<file path="src/dtc_defs.vh">
// constants for the dual timer/counter with external interrupt block
// Overview of operation
// - registers live at 80h-FFh, direct access only
// - addresses ending 0 or 8 are bit addressable
// - unimplemented bits and locations read as one
// - overflow flag set by hardware, cleared on vector
// - run bit switches each timer on or off
// - pin flag set on edge/level; edge cleared on vector, level follows pin
// - type bit picks falling edge or low level
// - gating bit requires pin high plus run bit
// - counter select counts pin falling edges
// - mode 00 is 8-bit with 5-bit prescaler
// - mode 01 is full 16-bit counter
// - mode 10 reloads low byte from high byte
// - timer 0 mode 11 splits into two bytes
// - timer 1 mode 11 stops and holds
// - count bytes at 8Ah, 8Bh, 8Ch, 8Dh
// - flags/run at 88h, mode register at 89h
// - timers keep running while cpu halted
// - deep sleep freezes all counts
// - fast clock select divides by 4, else 12
`ifndef DTC_DEFS_VH
`define DTC_DEFS_VH

// ==========================================
// register addresses
`define DTC_ADDR_FLAGS 8'h88
`define DTC_ADDR_MODE 8'h89
`define DTC_ADDR_T0_LOW 8'h8A
`define DTC_ADDR_T1_LOW 8'h8B
`define DTC_ADDR_T0_HIGH 8'h8C
`define DTC_ADDR_T1_HIGH 8'h8D
`define DTC_SPACE_BASE 8'h80

// ==========================================
// flags/run register fields
`define DTC_T1_FLAG 7
`define DTC_T1_RUN 6
`define DTC_T0_FLAG 5
`define DTC_T0_RUN 4
`define DTC_X1_PEND 3
`define DTC_X1_TYPE 2
`define DTC_X0_PEND 1
`define DTC_X0_TYPE 0

// ==========================================
// mode register fields, per nibble
`define DTC_GATE_BIT 3
`define DTC_CNT_BIT 2
`define DTC_MODE_13 2'h0
`define DTC_MODE_16 2'h1
`define DTC_MODE_RELOAD 2'h2
`define DTC_MODE_SPLIT 2'h3

// ==========================================
// reset values and clock dividers
`define DTC_RST_BYTE 8'h00
`define DTC_DIV_FAST 4'h3
`define DTC_DIV_SLOW 4'hB
`define DTC_UNMAPPED 8'hFF

`endif

</file>
<file path="src/dtc_pin_sync.v">
// synchroniser and falling-edge detector for one input pin
`timescale 1ns/1ps
module dtc_pin_sync (
    input wire sys_clk_i,
    input wire rst_i,
    input wire pin_i,
    output wire level_o,
    output wire fall_o
);
    reg meta_ff;
    reg sync_ff;
    reg prev_ff;

    // ==========================================
    // two-flop sync, then a third flop for edge history
    // high then low
    always @(posedge sys_clk_i) begin
        if (rst_i) begin
            meta_ff <= 1'b1;
            sync_ff <= 1'b1;
            prev_ff <= 1'b1;
        end else begin
            meta_ff <= pin_i;
            sync_ff <= meta_ff;
            prev_ff <= sync_ff;
        end
    end

    assign level_o = sync_ff;
    assign fall_o = prev_ff & ~sync_ff;
endmodule

</file>
<file path="src/dtc_timer_top.v">
// dual timer/counter with external interrupt detection and register port
`timescale 1ns/1ps
`include "dtc_defs.vh"
module dtc_timer_top (
    input wire sys_clk_i,
    input wire rst_i,
    // direct-address register port
    input wire [7:0] reg_addr_i,
    input wire reg_direct_i,
    input wire reg_wr_i,
    input wire [7:0] reg_wdata_i,
    input wire reg_bit_wr_i,
    input wire [2:0] reg_bit_sel_i,
    input wire reg_bit_val_i,
    input wire reg_rd_i,
    output reg [7:0] reg_rdata_o,
    // vector acknowledges from the interrupt controller
    input wire t0_vector_ack_i,
    input wire t1_vector_ack_i,
    input wire ext0_vector_ack_i,
    input wire ext1_vector_ack_i,
    // power state and clock selects
    input wire cpu_halt_request_i,
    input wire deep_sleep_request_i,
    input wire timer0_fast_clock_select_i,
    input wire timer1_fast_clock_select_i,
    // pins
    input wire t0_count_pin_i,
    input wire t1_count_pin_i,
    input wire ext0_external_interrupt_pin_i,
    input wire ext1_external_interrupt_pin_i,
    // flag outputs to the interrupt controller
    output reg timer0_overflow_flag_o,
    output reg timer1_overflow_flag_o,
    output reg ext0_pending_flag_o,
    output reg ext1_pending_flag_o
);
    reg [7:0] flags_ff;
    reg [7:0] mode_ff;
    reg [7:0] t0_low_ff;
    reg [7:0] t0_high_ff;
    reg [7:0] t1_low_ff;
    reg [7:0] t1_high_ff;
    reg [3:0] pre0_ff;
    reg [3:0] pre1_ff;
    reg [7:0] nxt_flags;
    reg [7:0] nxt_t0_low;
    reg [7:0] nxt_t0_high;
    reg [7:0] nxt_t1_low;
    reg [7:0] nxt_t1_high;
    reg [7:0] nxt_rdata;
    reg [7:0] cur_byte;
    reg [7:0] wr_byte;
    reg t0_ovf;
    reg t1_ovf;
    reg split_ovf;
    wire c0_lvl;
    wire c0_fall;
    wire c1_lvl;
    wire c1_fall;
    wire x0_lvl;
    wire x0_fall;
    wire x1_lvl;
    wire x1_fall;
    wire acc_ok;
    wire freeze;
    wire tick0;
    wire tick1;
    wire inc0;
    wire inc1;
    wire inc0_hi;
    wire en0;
    wire en1;
    wire [1:0] mode0;
    wire [1:0] mode1;

    // ==========================================
    // pin synchronisers
    dtc_pin_sync u_c0 (
        .sys_clk_i(sys_clk_i), .rst_i(rst_i), .pin_i(t0_count_pin_i),
        .level_o(c0_lvl), .fall_o(c0_fall));
    dtc_pin_sync u_c1 (
        .sys_clk_i(sys_clk_i), .rst_i(rst_i), .pin_i(t1_count_pin_i),
        .level_o(c1_lvl), .fall_o(c1_fall));
    dtc_pin_sync u_x0 (
        .sys_clk_i(sys_clk_i), .rst_i(rst_i), .pin_i(ext0_external_interrupt_pin_i),
        .level_o(x0_lvl), .fall_o(x0_fall));
    dtc_pin_sync u_x1 (
        .sys_clk_i(sys_clk_i), .rst_i(rst_i), .pin_i(ext1_external_interrupt_pin_i),
        .level_o(x1_lvl), .fall_o(x1_fall));

    // ==========================================
    // access qualification
    // direct only
    assign acc_ok = reg_direct_i & (reg_addr_i >= `DTC_SPACE_BASE);
    // deep sleep stops every count; halt is ignored on purpose
    assign freeze = deep_sleep_request_i;

    // ==========================================
    // internal prescalers, divide by 4 or 12 per timer
    // clock divide select
    always @(posedge sys_clk_i) begin
        if (rst_i) begin
            pre0_ff <= 4'h0;
            pre1_ff <= 4'h0;
        end else if (!freeze) begin
            if (tick0)
                pre0_ff <= 4'h0;
            else
                pre0_ff <= pre0_ff + 4'h1;
            if (tick1)
                pre1_ff <= 4'h0;
            else
                pre1_ff <= pre1_ff + 4'h1;
        end
    end
    assign tick0 = pre0_ff >= (timer0_fast_clock_select_i ? `DTC_DIV_FAST : `DTC_DIV_SLOW);
    assign tick1 = pre1_ff >= (timer1_fast_clock_select_i ? `DTC_DIV_FAST : `DTC_DIV_SLOW);

    // ==========================================
    // count enables
    assign mode0 = mode_ff[1:0];
    assign mode1 = mode_ff[5:4];
    assign en0 = flags_ff[`DTC_T0_RUN] & (~mode_ff[`DTC_GATE_BIT] | x0_lvl);
    assign en1 = flags_ff[`DTC_T1_RUN] & (~mode_ff[4 + `DTC_GATE_BIT] | x1_lvl);
    assign inc0 = ~freeze & en0 & (mode_ff[`DTC_CNT_BIT] ? c0_fall : tick0);
    assign inc1 = ~freeze & en1 & (mode1 != `DTC_MODE_SPLIT) &
                  (mode_ff[4 + `DTC_CNT_BIT] ? c1_fall : tick1);
    // high byte of timer 0 runs on timer 1 run bit, internal clock
    assign inc0_hi = ~freeze & flags_ff[`DTC_T1_RUN] & tick0 & (mode0 == `DTC_MODE_SPLIT);

    // ==========================================
    // counter next state for both timers
    always @* begin
        nxt_t0_low = t0_low_ff;
        nxt_t0_high = t0_high_ff;
        nxt_t1_low = t1_low_ff;
        nxt_t1_high = t1_high_ff;
        t0_ovf = 1'b0;
        t1_ovf = 1'b0;
        split_ovf = 1'b0;
        if (inc0) begin
            case (mode0)
                `DTC_MODE_13: begin
                    nxt_t0_low = {3'h0, t0_low_ff[4:0] + 5'h01};
                    if (t0_low_ff[4:0] == 5'h1F) begin
                        nxt_t0_high = t0_high_ff + 8'h01;
                        t0_ovf = (t0_high_ff == 8'hFF);
                    end
                end
                `DTC_MODE_16: begin
                    {nxt_t0_high, nxt_t0_low} = {t0_high_ff, t0_low_ff} + 16'h0001;
                    t0_ovf = ({t0_high_ff, t0_low_ff} == 16'hFFFF);
                end
                `DTC_MODE_RELOAD: begin
                    t0_ovf = (t0_low_ff == 8'hFF);
                    nxt_t0_low = t0_ovf ? t0_high_ff : t0_low_ff + 8'h01;
                end
                default: begin
                    nxt_t0_low = t0_low_ff + 8'h01;
                    t0_ovf = (t0_low_ff == 8'hFF);
                end
            endcase
        end
        if (inc0_hi) begin
            nxt_t0_high = t0_high_ff + 8'h01;
            split_ovf = (t0_high_ff == 8'hFF);
        end
        if (inc1) begin
            case (mode1)
                `DTC_MODE_13: begin
                    nxt_t1_low = {3'h0, t1_low_ff[4:0] + 5'h01};
                    if (t1_low_ff[4:0] == 5'h1F) begin
                        nxt_t1_high = t1_high_ff + 8'h01;
                        t1_ovf = (t1_high_ff == 8'hFF);
                    end
                end
                `DTC_MODE_16: begin
                    {nxt_t1_high, nxt_t1_low} = {t1_high_ff, t1_low_ff} + 16'h0001;
                    t1_ovf = ({t1_high_ff, t1_low_ff} == 16'hFFFF);
                end
                `DTC_MODE_RELOAD: begin
                    t1_ovf = (t1_low_ff == 8'hFF);
                    nxt_t1_low = t1_ovf ? t1_high_ff : t1_low_ff + 8'h01;
                end
                default: begin
                    nxt_t1_low = t1_low_ff;
                end
            endcase
        end
    end

    // ==========================================
    // write data: whole byte, or one bit merged into the current value
    always @* begin
        case (reg_addr_i)
            `DTC_ADDR_FLAGS: cur_byte = flags_ff;
            `DTC_ADDR_MODE: cur_byte = mode_ff;
            `DTC_ADDR_T0_LOW: cur_byte = t0_low_ff;
            `DTC_ADDR_T1_LOW: cur_byte = t1_low_ff;
            `DTC_ADDR_T0_HIGH: cur_byte = t0_high_ff;
            `DTC_ADDR_T1_HIGH: cur_byte = t1_high_ff;
            default: cur_byte = `DTC_UNMAPPED;
        endcase
        wr_byte = reg_wdata_i;
        // bit access only at addresses ending 0 or 8
        if (reg_bit_wr_i) begin
            wr_byte = cur_byte;
            wr_byte[reg_bit_sel_i] = reg_bit_val_i;
        end
    end

    // ==========================================
    // flag register next state; hardware set beats any clear
    always @* begin
        nxt_flags = flags_ff;
        if (acc_ok && (reg_wr_i || (reg_bit_wr_i && reg_addr_i[2:0] == 3'h0)) &&
            reg_addr_i == `DTC_ADDR_FLAGS)
            nxt_flags = wr_byte;
        // clear on vector, set on overflow
        if (t0_vector_ack_i)
            nxt_flags[`DTC_T0_FLAG] = 1'b0;
        if (t1_vector_ack_i)
            nxt_flags[`DTC_T1_FLAG] = 1'b0;
        if (t0_ovf)
            nxt_flags[`DTC_T0_FLAG] = 1'b1;
        if (t1_ovf || split_ovf)
            nxt_flags[`DTC_T1_FLAG] = 1'b1;
        // edge mode cleared on vector, level mode follows pin
        // type bit selects edge or level
        if (flags_ff[`DTC_X0_TYPE]) begin
            if (ext0_vector_ack_i)
                nxt_flags[`DTC_X0_PEND] = 1'b0;
            if (x0_fall)
                nxt_flags[`DTC_X0_PEND] = 1'b1;
        end else begin
            nxt_flags[`DTC_X0_PEND] = ~x0_lvl;
        end
        if (flags_ff[`DTC_X1_TYPE]) begin
            if (ext1_vector_ack_i)
                nxt_flags[`DTC_X1_PEND] = 1'b0;
            if (x1_fall)
                nxt_flags[`DTC_X1_PEND] = 1'b1;
        end else begin
            nxt_flags[`DTC_X1_PEND] = ~x1_lvl;
        end
    end

    // ==========================================
    // register file; a write in the same cycle as a count wins the byte
    // count byte addresses; control addresses
    always @(posedge sys_clk_i) begin
        if (rst_i) begin
            flags_ff <= `DTC_RST_BYTE;
            mode_ff <= `DTC_RST_BYTE;
            t0_low_ff <= `DTC_RST_BYTE;
            t0_high_ff <= `DTC_RST_BYTE;
            t1_low_ff <= `DTC_RST_BYTE;
            t1_high_ff <= `DTC_RST_BYTE;
        end else begin
            flags_ff <= nxt_flags;
            t0_low_ff <= nxt_t0_low;
            t0_high_ff <= nxt_t0_high;
            t1_low_ff <= nxt_t1_low;
            t1_high_ff <= nxt_t1_high;
            if (acc_ok && reg_wr_i) begin
                case (reg_addr_i)
                    `DTC_ADDR_MODE: mode_ff <= wr_byte;
                    `DTC_ADDR_T0_LOW: t0_low_ff <= wr_byte;
                    `DTC_ADDR_T1_LOW: t1_low_ff <= wr_byte;
                    `DTC_ADDR_T0_HIGH: t0_high_ff <= wr_byte;
                    `DTC_ADDR_T1_HIGH: t1_high_ff <= wr_byte;
                    default: begin
                    end
                endcase
            end
        end
    end

    // ==========================================
    // read path, registered; unmapped or indirect reads give all ones
    // unimplemented reads high
    always @* begin
        nxt_rdata = `DTC_UNMAPPED;
        if (acc_ok)
            nxt_rdata = cur_byte;
    end

    always @(posedge sys_clk_i) begin
        if (rst_i) begin
            reg_rdata_o <= `DTC_UNMAPPED;
            timer0_overflow_flag_o <= 1'b0;
            timer1_overflow_flag_o <= 1'b0;
            ext0_pending_flag_o <= 1'b0;
            ext1_pending_flag_o <= 1'b0;
        end else begin
            if (reg_rd_i)
                reg_rdata_o <= nxt_rdata;
            timer0_overflow_flag_o <= nxt_flags[`DTC_T0_FLAG];
            timer1_overflow_flag_o <= nxt_flags[`DTC_T1_FLAG];
            ext0_pending_flag_o <= nxt_flags[`DTC_X0_PEND];
            ext1_pending_flag_o <= nxt_flags[`DTC_X1_PEND];
        end
    end
endmodule

</file>
<file path="config.mk">
export PLATFORM = sky130hd
export DESIGN_NAME = dtc_timer_top
export DESIGN_NICKNAME = d
export VERILOG_FILES = /design/src/dtc_pin_sync.v /design/src/dtc_timer_top.v
export VERILOG_INCLUDE_DIRS = /design/src
export SDC_FILE = /design/constraint.sdc
export NUM_CORES = 1
export LEC_CHECK = 0
export BUFFER_PORTS_ARGS = -buffer_cell sky130_fd_sc_hd__buf_4
export CAP_MARGIN = 20
export CORE_MARGIN = 3
export CORE_UTILIZATION = 25
export CTS_BUF_LIST = sky130_fd_sc_hd__clkbuf_16
export DETAILED_ROUTE_END_ITERATION = 8
export PLACE_DENSITY_LB_ADDON = 0.3
export SKIP_LAST_GASP = 1
export SYNTH_ARGS = -nofsm -noshare
export SYNTH_HDL_FRONTEND = slang
export SYNTH_SLANG_ARGS = --single-unit
</file>
<file path="constraint.sdc">
create_clock -name sys_clk_i -period 3.1 [get_ports sys_clk_i]
set_clock_uncertainty 0.15 [all_clocks]
set_input_delay 0.93 -clock sys_clk_i [delete_from_list [all_inputs] [get_ports sys_clk_i]]
set_output_delay 0.93 -clock sys_clk_i [all_outputs]
set_load 0.01 [all_outputs]
</file>
After elaboration in Yosys (flattened, before gate mapping)
Cells that the tools add are included.

Add/subtract/negate cells: 10. $lt $le $gt $ge: 5. Eq/ne operators: 20. Mux-type cells: 51. Bitwise logic cells: 24. Reductions and logical operators: 11.

Operator list (number): two-way mux 8 bit (20); equality test 8 bit (second input constant) (10); one-hot mux 8 bit (3 select lines) (2); one-hot mux 8 bit (6 select lines) (1); adder 16 x 1 -> 16 bit (second input constant) (2); adder 8 x 1 -> 8 bit (second input constant) (4); equality test 16 bit (second input constant) (2); one-hot mux 8 bit (2 select lines) (2); two-way mux 1 bit (18); two-way mux 4 bit (4); AND 1 bit (15); adder 5 x 1 -> 5 bit (second input constant) (2); equality test 5 bit (second input constant) (2); adder 4 x 1 -> 4 bit (second input constant) (2); bitwise mux 8 bit (1); >= comparator 4 bit (2); >= comparator 8 bit (second input constant) (1); NOT 1 bit (7); equality test 2 bit (second input constant) (3); logical AND 1 bit (5); equality test 2 x 1 -> 1 bit (second input constant) (2); logical NOT 2 bit (2); < comparator 3 x 4 -> 1 bit (second input constant) (1); demux 1 bit (select 3 bit) (1); other kinds (8) (10).

Register bits: 80. Bits of input ports: 38. Output and inout port bits: 12. Word-level logic and storage cells: 147.

Longest topological paths before layout
Depth after elaboration: 10. Depth in mapped cells: 10.

Modules after synthesis
Synthesis repeated with hierarchy kept, for this count alone.

Cell total of the unflattened synthesis: 624. Area total of the unflattened synthesis: 5064.9 µm².

By module, submodules not included: dtc_timer_top (instances 1, cells each 596, area each 4724.5 µm², sequential area each 1281.2 µm²); dtc_pin_sync (instances 4, cells each 7, area each 85.1 µm², sequential area each 60.1 µm²).

Worst setup path after synthesis
Ideal clock, no wire load.

Path type: input to register. From: input timer0_fast_clock_select_i. To: register t0_low_ff[0]. Data arrival time: 2.498 ns. Data required time: 2.832 ns. Setup slack: 0.333 ns. Stages: 9. Path buffers: 2. Cells stage by stage: ha_1 o21a_1 or3_1 buf_2 and2_1 buf_2 mux2_1 a31oi_1 o21ai_1.

Word-level cells in the longest chain between the ends: 7.

Ends and longest elaborated chain: from (decl) (line dtc_timer_top.v:25) `input wire timer0_fast_clock_select_i,`; two-way mux 4 bit (no line) *; >= comparator 4 bit * (line dtc_timer_top.v:117) `` assign tick0 = pre0_ff >= (timer0_fast_clock_select_i ? `DTC_DIV_FAST : `DTC_DIV_SLOW); ``; two-way mux 1 bit * (line dtc_timer_top.v:126) `` assign inc0 = ~freeze & en0 & (mode_ff[`DTC_CNT_BIT] ? c0_fall : tick0); ``; AND 1 bit * (line dtc_timer_top.v:126); two-way mux 8 bit * (line dtc_timer_top.v:142) `if (inc0) begin`; two-way mux 8 bit (line dtc_timer_top.v:267) `case (reg_addr_i)`; two-way mux 8 bit * (line dtc_timer_top.v:266) `if (acc_ok && reg_wr_i) begin`; to (signal assigned) (line dtc_timer_top.v:256) `` t0_low_ff <= `DTC_RST_BYTE; ``; to (signal assigned) (line dtc_timer_top.v:262) `t0_low_ff <= nxt_t0_low;`; to (signal assigned) (line dtc_timer_top.v:269) `` `DTC_ADDR_T0_LOW: t0_low_ff <= wr_byte; ``; to (decl) (line dtc_timer_top.v:40) `reg [7:0] t0_low_ff;`.

Every way passes the cells marked *; elsewhere a longest branch is shown, timed or not. A chain may end at the register's enable or synchronous reset.

Worst setup path in the final report
From: register t0_low_ff[0]. To: register t0_high_ff[7].

Word-level cells in the longest chain between the ends: 7. Elaborated cells on any way between the ends: 8. Those cells by class: add/sub (1); eq/ne (1); mux (6).

Ends and longest elaborated chain: branches (longest 2 deep; another with adder 16 x 1 -> 16 bit); one-hot mux 8 bit (2 select lines) * (line dtc_timer_top.v:143) `case (mode0)`; two-way mux 8 bit * (line dtc_timer_top.v:142); two-way mux 8 bit * (line dtc_timer_top.v:165) `if (inc0_hi) begin`; two-way mux 8 bit (line dtc_timer_top.v:267); two-way mux 8 bit * (line dtc_timer_top.v:266); to (signal assigned) (line dtc_timer_top.v:257) `` t0_high_ff <= `DTC_RST_BYTE; ``; to (signal assigned) (line dtc_timer_top.v:263) `t0_high_ff <= nxt_t0_high;`; to (signal assigned) (line dtc_timer_top.v:271) `` `DTC_ADDR_T0_HIGH: t0_high_ff <= wr_byte; ``; to (decl) (line dtc_timer_top.v:41) `reg [7:0] t0_high_ff;`.

Mark *: on every way between the ends.

==> key figures <==
Outcome
  • Status: finished, final reports clean

Layout
  • Register Area: 1520 um^2
  • ANT cells: 0
  • Most frequent cells in the layout: dfxtp_1, buf_4, nor2_1, nand2_1, a21oi_1
  • Fillcell total: 2014
  • Layout cells sized above 1: 19.8%
  • Area Overhead vs Synth: 22.3%
  • Area of the multi-input gates: 3140 um^2
  • Design area: 5980 um^2
  • Final #Nets: 706

Clock network
  • CTS tree: yes
  • Worst-path clk slew: 60 ps
  • Clock Path Buffers: 2
  • Hold_buf cts: 0
  • Post-CTS Setup Repair Bufs: 0
  • Clock latency on the worst-skew pair: 350 ps
  • Clock sinks: 76
  • Total CTS buffers: 9
  • H-tree Lvls: 3
  • Clock root buffer: clkbuf_16
  • CTS-repair resized insts: 0

Floorplan
  • Die H: 146 um
  • Die area: 21300 um^2
  • Effective utilization at floorplan: 25.8%
  • Core box area: 19000 um^2
  • Top Ports: 50
  • FP Rows: 50
  • Die Wd: 146 um

Timing
  • Achievable Freq: 366 MHz
  • Fin. Hold Viols: 0
  • Final TNS setup: 0 ps
  • RSZ-0062 raised after global routing: no
  • Relative slew slack: 47.9%
  • Hold WS: 255 ps
  • Worst-Margin Slew: 772 ps
  • Final setup vio count: 0
  • Max-slew violation count: 0
  • Final period utilization: 88.2%
  • Final Critical Period: 2730 ps

Synth
  • Register area share after synthesis: 31.1%
  • Multiplexer area fraction after synthesis: 6.63%
  • Number of synthesized flops with an enable pin: 0
  • Syn_area_per_cell: 8.01 um^2
  • Syn Inst Count: 610
  • Synth Area in XOR/XNOR: 3.76%
  • Synth warn: 0
  • Post-synth ARST share: 0%
  • Largest family of logic cells by synthesized area: simple AND/OR/NAND/NOR gates
  • Synth Flop Type: dfxtp_1
  • Post-synthesis compound-gate area fraction: 24.7%
  • Post-Synth Adder-Cell Area: 2.56%
  • Post-Syn Area: 4890 um^2
  • Simple-gate share of the synthesized area: 26.6%
  • Count of cell types in the netlist: 77
  • #FFs+latches synth: 76
  • Post-Syn Nets: 658

Drt
  • Post-DRT Antenna Nets: 0
  • First drt pass iteration count: 5
  • Via density: 5.16
  • Routed length per instance: 17.4 um
  • DR vias: 4762
  • Post-Route WL: 16.1 mm
  • Initial drt markers: 381
  • DRC viols: 0

Critical path
  • Critical Path Max Stage Delay: 480 ps
  • WS Path Type: reg -> reg
  • Critical path cell sequence: ha_1, and3_1, ha_1, nor2b_1, a31o_2, nand4b_1, a211oi_2, xnor2_1, a211oi_2
  • Crit. End Element: flip-flop
  • Arr. time, crit path: 2850 ps
  • Crit path max fanout: 7
  • Type of origin of the critical path: flip-flop
  • Critical-path top delay cell: dfxtp_1
  • CP required: 3220 ps

Placement
  • Port bufs: 48
  • DP HPWL: 12.0 mm
  • Routability cong.: 0.889
  • Placed Area: 5660 um^2

Pwr
  • Total Power: 0.00237 W
  • Power Dens Cells: 396 nW/um^2
  • Worst VDD drop: 0.000187 V
  • Leakage power: 2.16 nW

Global routing
  • Gr usage total: 15.1%
  • First-pass GRT wire length: 25.5 mm
  • Remaining Overflow, GRT: 0
  • Number of global-route vias before repair: 4464
  • Initial antenna violation count: 0
  • Pin count of the biggest net entering global routing: 49

Worst hold path
  • Hold WC Path Type: reg -> reg

Flow run
  • Max-Cap Viols: 0
power by group:
part	total (W)	switching, W	leakage (nW)	internal, W
registers	0.00100	0.00000963	0.616	0.000990
clock network	0.00115	0.000452	0.145	0.000701
logic	0.000214	0.000118	1.40	0.0000951
critical path: cells and delay by family (launching register included):
family          cells  cell delay (ps)
xor+xnor            1              100
simple gates        3              770
flops               1              480
compound gates      3              680
fa+ha+maj           2              470
final cells by class:
class / count / area share [%]
timing repair buffer: 79 / 10.5
clock inverter: 7 / 1.53
inverter: 12 / 0.753
tap: 260 / 5.44
multi-input combinational: 480 / 52.5
clock buffer: 9 / 3.77
sequential: 76 / 25.4
cells in the mapped netlist, types with 3 or more instances:
master	instances	share of area [%]
o32ai_1	7	1.3
and4_1	4	0.72
o21ai_1	3	0.31
buf_2	11	1.1
a31oi_1	13	1.7
and2_1	6	0.77
mux2i_1	20	4.1
a31o_2	3	0.54
o21ai_0	21	2.1
nand4b_1	5	0.90
dfxtp_1	76	31
a21oi_1	33	3.4
o22ai_1	4	0.51
nor3_1	14	1.4
nand2_1	48	3.7
ha_1	10	2.6
o21a_1	3	0.46
xor2_1	5	0.90
a211oi_2	4	1.0
nor2b_1	18	2.3
or3_1	3	0.38
and3_1	9	1.2
o31a_1	3	0.54
o31ai_1	8	1.2
nand4_1	6	0.77
nor2_1	70	5.4
a211oi_1	16	2.5
a22oi_1	7	1.1
clkbuf_1	27	2.1
or2_2	15	1.9
xnor2_1	16	2.9
o211ai_1	4	0.61
a221oi_1	6	1.1
nand3_1	22	2.3
mux2_2	7	1.6
nand2b_1	18	2.3
inv_1	12	0.92
per-layer routing:
metal | wire [um] | share of wire (%) | up-vias | track usage [%]
met3 | 807 | 5.0 | 29 | 1.84
li1 | - | - | 2355 | -
met4 | 490 | 3.1 | 0 | 6.93
met1 | 7580 | 47 | 2236 | 21.4
met2 | 7180 | 45 | 142 | 22.9
met5 | 0 | 0 | - | 0
per-stage QoR:
stage / utilization (%) / worst slack [ps] / instances
floorplan: - / 333 / 610
global placement: 29.9 / 94.0 / 907
global route: 31.6 / 220 / 923
detailed placement: 29.9 / 99.5 / 907
finish: 31.6 / 366 / 923
CTS: 31.6 / 357 / 923
path summary, 6_finish.rpt:
path	cells past startpoint	slack [ps]	startpoint	to
setup / recovery	9	370	t0_low_ff[0]$_SDFF_PP0_	t0_high_ff[7]$_SDFF_PP0_
hold / removal	1	260	u_c0.meta_ff$_SDFF_PP1_	u_c0.level_o$_SDFF_PP1_
setup reg to reg	9	370	t0_low_ff[0]$_SDFF_PP0_	t0_high_ff[7]$_SDFF_PP0_
hold reg to reg	1	260	u_c0.meta_ff$_SDFF_PP1_	u_c0.level_o$_SDFF_PP1_
cell families after synthesis:
group | after synthesis
buffers and inverters | 54
AOI/OAI and AO/OA | 168
DFF | 76
muxes | 30
and+or+nand+nor | 251
adders and majority gates | 10
xor gates and xnor gates | 21
flip-flops by register name, summed over array words and instances (netlist names), 4 cells and up:
name,cells
flags_ff,8
t0_high_ff,8
mode_ff,8
t1_low_ff,8
pre1_ff,4
reg_rdata_o,8
t1_high_ff,8
t0_low_ff,8
pre0_ff,4
(Power assumes the default switching activity.)
